## config.mk

```make
export PLATFORM = sky130hd
export DESIGN_NAME = srt_timer
export DESIGN_NICKNAME = d
export VERILOG_FILES = /design/src/verilog/srt_pkg.sv /design/src/verilog/srt_timer.sv
export VERILOG_INCLUDE_DIRS = /design/src /design/src/verilog
export SDC_FILE = /design/constraint.sdc
export NUM_CORES = 1
export LEC_CHECK = 0
export BUFFER_PORTS_ARGS = -buffer_cell sky130_fd_sc_hd__buf_2
export CORE_UTILIZATION = 32
export CTS_BUF_LIST = sky130_fd_sc_hd__clkbuf_4 sky130_fd_sc_hd__clkbuf_8
export CTS_CLUSTER_SIZE = 10
export DETAILED_ROUTE_END_ITERATION = 16
export MAX_ROUTING_LAYER = met4
export PLACE_DENSITY = 0.58
export SYNTH_ARGS = -nofsm -noshare
export SYNTH_HDL_FRONTEND = slang
export SYNTH_SLANG_ARGS = --single-unit
```

## constraint.sdc

```tcl
create_clock -name clk_sys -period 4.95 [get_ports clk_sys]
set_input_delay 0.7425 -clock clk_sys [delete_from_list [all_inputs] [get_ports clk_sys]]
set_output_delay 0.7425 -clock clk_sys [all_outputs]
set_load 0.01 [all_outputs]
```

## src/verilog/srt_cfg.svh

```systemverilog
// Constants for the split reload timer: register addresses, bit positions,
// reset values and prescaler counts.
// Assumes an 8-bit special function register space with one access per cycle.
`ifndef SRT_CFG_SVH
`define SRT_CFG_SVH
`define SRT_ADDR_CTRL 8'h91
`define SRT_ADDR_RLD_LO 8'h92
`define SRT_ADDR_RLD_HI 8'h93
`define SRT_ADDR_CNT_LO 8'h94
`define SRT_ADDR_CNT_HI 8'h95
`define SRT_BIT_HOVF 7
`define SRT_BIT_LOVF 6
`define SRT_BIT_LIEN 5
`define SRT_BIT_CAPEN 4
`define SRT_BIT_SPLIT 3
`define SRT_BIT_RUN 2
`define SRT_ALT_MSB 1
`define SRT_ALT_LSB 0
`define SRT_CTRL_RESET 8'h00
`define SRT_BYTE_RESET 8'h00
`define SRT_BYTE_MAX 8'hFF
`define SRT_WORD_MAX 16'hFFFF
`define SRT_DIV12_LAST 4'hB
`define SRT_DIV8_LAST 3'h7
`endif

```

## src/verilog/srt_pkg.sv

```systemverilog
// Types for the split reload timer.
// Assumes srt_cfg.svh supplies the numeric constants.
package srt_pkg;
   // Alternative clock source encoding, in field order 00, 01, 10, 11.
   typedef enum logic [1:0] {
      SRT_ALT_DIV12,
      SRT_ALT_EXT8,
      SRT_ALT_RSVD,
      SRT_ALT_LFO8
   } srt_alt_t;
endpackage : srt_pkg

```

## src/verilog/srt_timer.sv

```systemverilog
// Split reload timer: control register, counter, reload pair and clock sources.
// Assumes a CPU drives single-cycle register strobes synchronous to clk_sys,
// and that the per-byte clock select bits and the interrupt enable come from
// registers held elsewhere.
//
// Function
// High byte rollover from 0xFF to 0x00 sets the high overflow flag.
// In 16-bit mode the high flag sets on the 0xFFFF to 0x0000 wrap.
// A set high flag requests an interrupt while timer interrupts are enabled.
// Low byte rollover sets the low overflow flag in both modes.
// Only a software write of zero clears either overflow flag.
// Low flag requests an interrupt when low-byte enable and interrupts are on.
// With capture enabled, each oscillator falling edge copies count into reload.
// In capture mode each oscillator falling edge requests an interrupt.
// Split bit selects one 16-bit or two 8-bit auto-reload timers.
// Run bit set lets the timer count; clear holds the count.
// In split mode run gates only the high byte; low byte always counts.
// Alt select: 00 system_clock/12, 01 external/8, 10 reserved, 11 oscillator/8.
// External and oscillator sources are synchronised except in suspend.
// In split mode one alt select value serves both byte counters.
// Each byte's own select bit picks system clock or the alt source.
// In 16-bit mode the wrap loads the reload pair with the flag set.
// In split mode each byte reloads from its own reload byte on overflow.
// Interrupt requests are raised only while the timer interrupt enable is set.
// Counters advance once per selected tick; reserved source gives no ticks.
`timescale 1ns/10ps
`include "srt_cfg.svh"

module srt_timer
   import srt_pkg::*;
(
   input wire logic clk_sys,
   input wire logic arst_n,
   input wire logic [7:0] sfr_addr,
   input wire logic sfr_wr,
   input wire logic sfr_rd,
   input wire logic [7:0] sfr_wdata,
   output logic [7:0] sfr_rdata,
   input wire logic high_byte_clock_select,
   input wire logic low_byte_clock_select,
   input wire logic timer_irq_enable,
   input wire logic suspend,
   input wire logic ext_osc_in,
   input wire logic low_freq_osc_in,
   output logic timer_irq
);

   function automatic logic addr_hit(input logic [7:0] a, input logic [7:0] off);
      addr_hit = (a == off);
   endfunction : addr_hit

   // A byte advances on every system clock when its select bit is set,
   // otherwise on the shared alternative source.
   function automatic logic byte_tick(input logic sys_sel, input srt_alt_t alt,
                                      input logic t12, input logic tx,
                                      input logic tl);
      logic t;
      t = 1'b0;
      if (sys_sel) begin
         t = 1'b1;
      end else begin
         unique case (alt) // see
            SRT_ALT_DIV12: t = t12;
            SRT_ALT_EXT8: t = tx;
            SRT_ALT_RSVD: t = 1'b0;
            SRT_ALT_LFO8: t = tl;
         endcase
      end
      byte_tick = t;
   endfunction : byte_tick

   // System clock divided by 12.
   logic [3:0] pre_reg;
   logic [3:0] pre_next;
   logic tick12;

   always_comb begin
      tick12 = (pre_reg == `SRT_DIV12_LAST);
      pre_next = tick12 ? 4'h0 : pre_reg + 4'h1;
   end

   always_ff @(posedge clk_sys or negedge arst_n) begin
      if (!arst_n) begin
         pre_reg <= 4'h0;
      end else begin
         pre_reg <= pre_next;
      end
   end

   // Channel 0 is the external oscillator, channel 1 the low-frequency one.
   // Outside suspend each input passes two flip-flops; in suspend the raw
   // level drives the edge detector directly.
   logic [1:0] src_raw;
   logic [1:0] src_tick;
   logic [1:0] src_fall;

   assign src_raw = {low_freq_osc_in, ext_osc_in};

   genvar g;
   generate
      for (g = 0; g < 2; g++) begin : g_src
         logic s1_reg;
         logic s2_reg;
         logic lvl_reg;
         logic [2:0] div_reg;
         logic s1_next;
         logic s2_next;
         logic lvl_next;
         logic [2:0] div_next;
         logic rise;

         always_comb begin
            s1_next = src_raw[g];
            s2_next = s1_reg;
            lvl_next = suspend ? src_raw[g] : s2_reg;
            rise = lvl_next & ~lvl_reg;
            src_fall[g] = ~lvl_next & lvl_reg;
            div_next = rise ? div_reg + 3'h1 : div_reg;
            src_tick[g] = rise && (div_reg == `SRT_DIV8_LAST);
         end

         always_ff @(posedge clk_sys or negedge arst_n) begin
            if (!arst_n) begin
               s1_reg <= 1'b0;
               s2_reg <= 1'b0;
               lvl_reg <= 1'b0;
               div_reg <= 3'h0;
            end else begin
               s1_reg <= s1_next;
               s2_reg <= s2_next;
               lvl_reg <= lvl_next;
               div_reg <= div_next;
            end
         end
      end
   endgenerate

   // Control, count and reload registers.
   logic [7:0] ctrl_reg;
   logic [7:0] ctrl_next;
   logic [7:0] cnt_lo_reg;
   logic [7:0] cnt_lo_next;
   logic [7:0] cnt_hi_reg;
   logic [7:0] cnt_hi_next;
   logic [7:0] rld_lo_reg;
   logic [7:0] rld_lo_next;
   logic [7:0] rld_hi_reg;
   logic [7:0] rld_hi_next;
   logic [7:0] rdata_reg;
   logic [7:0] rdata_next;
   logic irq_reg;
   logic irq_next;

   srt_alt_t alt;
   logic run;
   logic split;
   logic tick_lo;
   logic tick_hi;
   logic set_hovf;
   logic set_lovf;
   logic capture;

   always_comb begin
      alt = srt_alt_t'(ctrl_reg[`SRT_ALT_MSB:`SRT_ALT_LSB]);
      run = ctrl_reg[`SRT_BIT_RUN];
      split = ctrl_reg[`SRT_BIT_SPLIT];
      tick_lo = byte_tick(low_byte_clock_select, alt, tick12, src_tick[0], src_tick[1]);
      tick_hi = byte_tick(high_byte_clock_select, alt, tick12, src_tick[0], src_tick[1]);
      capture = ctrl_reg[`SRT_BIT_CAPEN] & src_fall[1];
      set_hovf = 1'b0;
      set_lovf = 1'b0;
      cnt_lo_next = cnt_lo_reg;
      cnt_hi_next = cnt_hi_reg;
      rld_lo_next = rld_lo_reg;
      rld_hi_next = rld_hi_reg;

      if (!split) begin
         // One 16-bit timer clocked through the low byte's source.
         if (run && tick_lo) begin // see
            if ({cnt_hi_reg, cnt_lo_reg} == `SRT_WORD_MAX) begin
               cnt_hi_next = rld_hi_reg;
               cnt_lo_next = rld_lo_reg;
               set_hovf = 1'b1; // see
               set_lovf = 1'b1;
            end else begin
               {cnt_hi_next, cnt_lo_next} = {cnt_hi_reg, cnt_lo_reg} + 16'h1;
               set_lovf = (cnt_lo_reg == `SRT_BYTE_MAX);
            end
         end
      end else begin
         if (tick_lo) begin
            if (cnt_lo_reg == `SRT_BYTE_MAX) begin
               cnt_lo_next = rld_lo_reg;
               set_lovf = 1'b1;
            end else begin
               cnt_lo_next = cnt_lo_reg + 8'h1;
            end
         end
         if (run && tick_hi) begin
            if (cnt_hi_reg == `SRT_BYTE_MAX) begin
               cnt_hi_next = rld_hi_reg;
               set_hovf = 1'b1;
            end else begin
               cnt_hi_next = cnt_hi_reg + 8'h1;
            end
         end
      end

      // A software write to a count byte takes precedence over counting.
      if (sfr_wr && addr_hit(sfr_addr, `SRT_ADDR_CNT_LO)) begin
         cnt_lo_next = sfr_wdata;
      end
      if (sfr_wr && addr_hit(sfr_addr, `SRT_ADDR_CNT_HI)) begin
         cnt_hi_next = sfr_wdata;
      end
      if (sfr_wr && addr_hit(sfr_addr, `SRT_ADDR_RLD_LO)) begin
         rld_lo_next = sfr_wdata;
      end
      if (sfr_wr && addr_hit(sfr_addr, `SRT_ADDR_RLD_HI)) begin
         rld_hi_next = sfr_wdata;
      end

      // Capture copies the current count and wins over a reload write.
      if (capture) begin
         rld_hi_next = cnt_hi_reg;
         rld_lo_next = cnt_lo_reg;
         set_hovf = 1'b1;
      end

      ctrl_next = ctrl_reg;
      if (sfr_wr && addr_hit(sfr_addr, `SRT_ADDR_CTRL)) begin
         ctrl_next = sfr_wdata;
      end
      // A hardware set in the cycle of a clearing write is not lost.
      ctrl_next[`SRT_BIT_HOVF] = ctrl_next[`SRT_BIT_HOVF] | set_hovf;
      ctrl_next[`SRT_BIT_LOVF] = ctrl_next[`SRT_BIT_LOVF] | set_lovf;

      irq_next = timer_irq_enable
         & (ctrl_reg[`SRT_BIT_HOVF] // see
            | (ctrl_reg[`SRT_BIT_LIEN] & ctrl_reg[`SRT_BIT_LOVF]));

      rdata_next = rdata_reg;
      if (sfr_rd) begin
         if (addr_hit(sfr_addr, `SRT_ADDR_CTRL)) begin
            rdata_next = ctrl_reg;
         end else if (addr_hit(sfr_addr, `SRT_ADDR_RLD_LO)) begin
            rdata_next = rld_lo_reg;
         end else if (addr_hit(sfr_addr, `SRT_ADDR_RLD_HI)) begin
            rdata_next = rld_hi_reg;
         end else if (addr_hit(sfr_addr, `SRT_ADDR_CNT_LO)) begin
            rdata_next = cnt_lo_reg;
         end else if (addr_hit(sfr_addr, `SRT_ADDR_CNT_HI)) begin
            rdata_next = cnt_hi_reg;
         end else begin
            rdata_next = 8'h00;
         end
      end
   end

   always_ff @(posedge clk_sys or negedge arst_n) begin
      if (!arst_n) begin
         ctrl_reg <= `SRT_CTRL_RESET;
         cnt_lo_reg <= `SRT_BYTE_RESET;
         cnt_hi_reg <= `SRT_BYTE_RESET;
         rld_lo_reg <= `SRT_BYTE_RESET;
         rld_hi_reg <= `SRT_BYTE_RESET;
         rdata_reg <= 8'h00;
         irq_reg <= 1'b0;
      end else begin
         ctrl_reg <= ctrl_next;
         cnt_lo_reg <= cnt_lo_next;
         cnt_hi_reg <= cnt_hi_next;
         rld_lo_reg <= rld_lo_next;
         rld_hi_reg <= rld_hi_next;
         rdata_reg <= rdata_next;
         irq_reg <= irq_next;
      end
   end

   assign sfr_rdata = rdata_reg;
   assign timer_irq = irq_reg;

endmodule : srt_timer

```

==> results.py <==
metrics = {
    "timing": {
        "max_slew_margin_pct": 23.88,
        "max_freq_mhz": 405.2,
        "rsz0062_at_grt": "no",
        "hold_viol_final": 0,
        "post-route-period-util_pct": 49.85,
        "fin_ws_ns": 2.482,
        "finClkSkew_ns": 0.01041,
        "drv_slew": 0,
        "final-setup-viol-count": 0,
        "period_minus_slack_ns": 2.468,
        "worst_pin_slew_ns": 1.142,
        "fin_setup_tns_ns": 0,
        "hold-worst-slack_ns": 0.3564,
    },
    "run_status": {
        "status": "complete, but fails checks",
        "violations": "design-rule violations",
    },
    "power": {
        "p_leak_nw": 1.867,
        "power_mw": 1.716,
        "ir_drop_mv": 0.1582,
        "power_density_nw_per_um2": 397.3,
    },
    "layout": {
        "final_cells": 559,
        "diodes": 0,
        "final_common_cell": "dfrtp_1",
        "final_cell_mix": "dfrtp_1 (65), nand2_1 (54), buf_2 (34), nor2_1 (23), mux2i_1 (23)",
        "utilization_pct": 37.20,
        "syn2layout_area_growth_pct": 11.46,
        "nets": 444,
        "drive_above_1_share_pct": 23.32,
        "stdcell_area_um2": 4320,
    },
    "placed_design": {
        "dpl_worst_slack_ns": 2.272,
        "gp_congestion": 0.8693,
        "portBuffers": 34,
        "placed_area_um2": 4125,
        "dp_cells": 543,
        "hpwl_um": 7302,
    },
    "drt": {
        "drt-total-wl_um": 10260,
        "drtIter0Drc": 238,
        "via_count": 3192,
        "antenna_left": 0,
        "drtPass1Iterations": 11,
        "drcViolationCount": 2,
        "post_drt_wl_per_cell_um": 18.36,
        "viasPerCell": 5.710,
    },
    "yosys": {
        "synth_area_per_cell_um2": 10.04,
        "yosysSeqAreaShare_pct": 41.96,
        "synth-edff-count": 0,
        "synthArstFlopShare_pct": 100.0,
        "synth_cell_types": 66,
        "syn_nets": 419,
        "synth.area.top_cells": "dfrtp_1 (42%), mux2i_1 (5.9%), nand2_1 (5.2%), mux2_2 (4.9%), ha_1 (2.3%)",
        "synth_top_area_cell": "dfrtp_1",
        "synthCells": 386,
        "synth_warnings": 0,
        "yosys.area.top_type_share_pct": 41.96,
        "synthFlopType": "dfrtp_1",
        "synth_area_um2": 3876,
        "ys_seq_elements": 65,
    },
    "setup_path": {
        "crit_type": "flop to flop",
        "setup.worst_path.start_class": "flop",
        "cp_data_required_time_ns": 5.17,
        "crit_fanout": 10,
        "crit_path_start": "cnt_hi_reg[0]$_DFFE_PN0P_",
        "cp-end-kind": "flop",
        "cp-endpoint": "cnt_lo_reg[5]$_DFFE_PN0P_",
        "worstReg2RegEnd": "cnt_lo_reg[5]$_DFFE_PN0P_",
        "r2r_start": "cnt_hi_reg[0]$_DFFE_PN0P_",
        "rrSetupSlack_ns": 2.48,
        "reg2regPathDepth": 7,
        "arrival_ns": 2.68,
    },
    "global_route": {
        "antenna_found_initial": 0,
        "grt.overflow.total": 0,
        "grt_pass1_wl_um": 16590,
        "grt_max_degree": 66,
        "grt_pass1_vias": 3048,
        "grt_usage_pct": 17.77,
    },
    "floorplanning": {
        "rows": 39,
        "io_pins": 35,
        "die_area_um2": 12560,
        "die_w_um": 112.1,
        "die_h_um": 112.1,
        "start_util_pct": 33.38,
        "fp.coreArea_um2": 11610,
    },
    "clock_tree": {
        "cts_hold_buf": 0,
        "cts_buffer_depth": 2,
        "cts_tree": "yes",
        "postCtsSetupBuffers": 0,
        "clock-sinks": 65,
        "path_clk_slew_ns": 0.08,
        "insertion_delay_ns": 0.36,
        "htreeDepth": 3,
        "cts_buffers": 9,
        "cts_root_buf": "clkbuf_8",
        "ctsResizeCount": 0,
    },
    "min_path": {
        "hold_class": "flop to flop",
    },
    "flow_run": {
        "drv_cap": 0,
    },
}
==> per-layer routing <==
metal	track usage, %	share of wire [%]	vias to the layer above
met1	24.52	46	1571
met3	3.456	5.9	14
met2	26.38	46	122
li1	-	-	1485
met5	-	0	-
met4	5.511	1.6	0
==> final cells by class <==
| class | instances | area (um^2) |
|---|---|---|
| fill | 1174 | 7293 |
| inverter | 4 | 15.01 |
| clock buffer | 9 | 123.9 |
| tap | 143 | 178.9 |
| clock inverter | 7 | 71.32 |
| multi-input combinational | 296 | 2127 |
| sequential | 65 | 1627 |
| timing repair buffer | 35 | 177.7 |
==> worst min-delay path by stage <==
| stage | depth (start not counted) | startpoint | end |
|---|---|---|---|
| 2_1_floorplan | 0 | g_src[0].s1_reg$_DFF_PN0_ | g_src[0].s2_reg$_DFF_PN0_ |
| 3_3_place_gp | 0 | g_src[1].s1_reg$_DFF_PN0_ | g_src[1].s2_reg$_DFF_PN0_ |
| 3_5_place_dp | 0 | g_src[0].s1_reg$_DFF_PN0_ | g_src[0].s2_reg$_DFF_PN0_ |
| 4_1_cts | 0 | g_src[0].s1_reg$_DFF_PN0_ | g_src[0].s2_reg$_DFF_PN0_ |
| 5_1_grt | 0 | g_src[0].s1_reg$_DFF_PN0_ | g_src[0].s2_reg$_DFF_PN0_ |
| 6_report | 0 | g_src[0].s1_reg$_DFF_PN0_ | g_src[0].s2_reg$_DFF_PN0_ |
==> cells in the mapped netlist (6+ instances only) <==
| library cell | count |
|---|---|
| ha_1 | 7 |
| dfrtp_1 | 65 |
| o21ai_0 | 17 |
| mux2i_1 | 23 |
| a222oi_1 | 8 |
| nand4_1 | 9 |
| a31oi_1 | 13 |
| clkbuf_1 | 10 |
| and3_1 | 6 |
| nand2_1 | 54 |
| a21oi_1 | 8 |
| nor2_1 | 23 |
| mux2_2 | 17 |
| o21ai_1 | 13 |
| nand3_1 | 8 |
| xnor2_1 | 7 |
==> report_power, final <==
part | switching [mW] | total [mW] | leakage, nW | internal, mW
Sequential | 0.179 | 0.828 | 0.824 | 0.648
Clock | 0.226 | 0.457 | 0.0912 | 0.231
Combinational | 0.209 | 0.432 | 0.952 | 0.223
==> kinds of logic after synthesis <==
| group | after synthesis | share of synthesized area, % |
|---|---|---|
| AO/OA/AOI/OAI | 94 | 17.75 |
| XOR/XNOR | 10 | 2.260 |
| adder cells (fa/ha/maj) | 7 | 2.259 |
| buffers and inverters | 25 | 3.163 |
| flip-flops | 65 | 41.96 |
| multiplexers | 44 | 12.20 |
| AND/OR/NAND/NOR | 141 | 20.40 |
==> critical path: stages, from the launching register on <==
cell,delay [ns]
dfrtp_1,0.60
ha_1,0.34
and4_4,0.29
nand2_2,0.10
a21oi_4,0.37
mux2_1,0.39
mux2i_1,0.14
o21ai_1,0.08
Note: power is estimated with default switching activity, not from simulation.
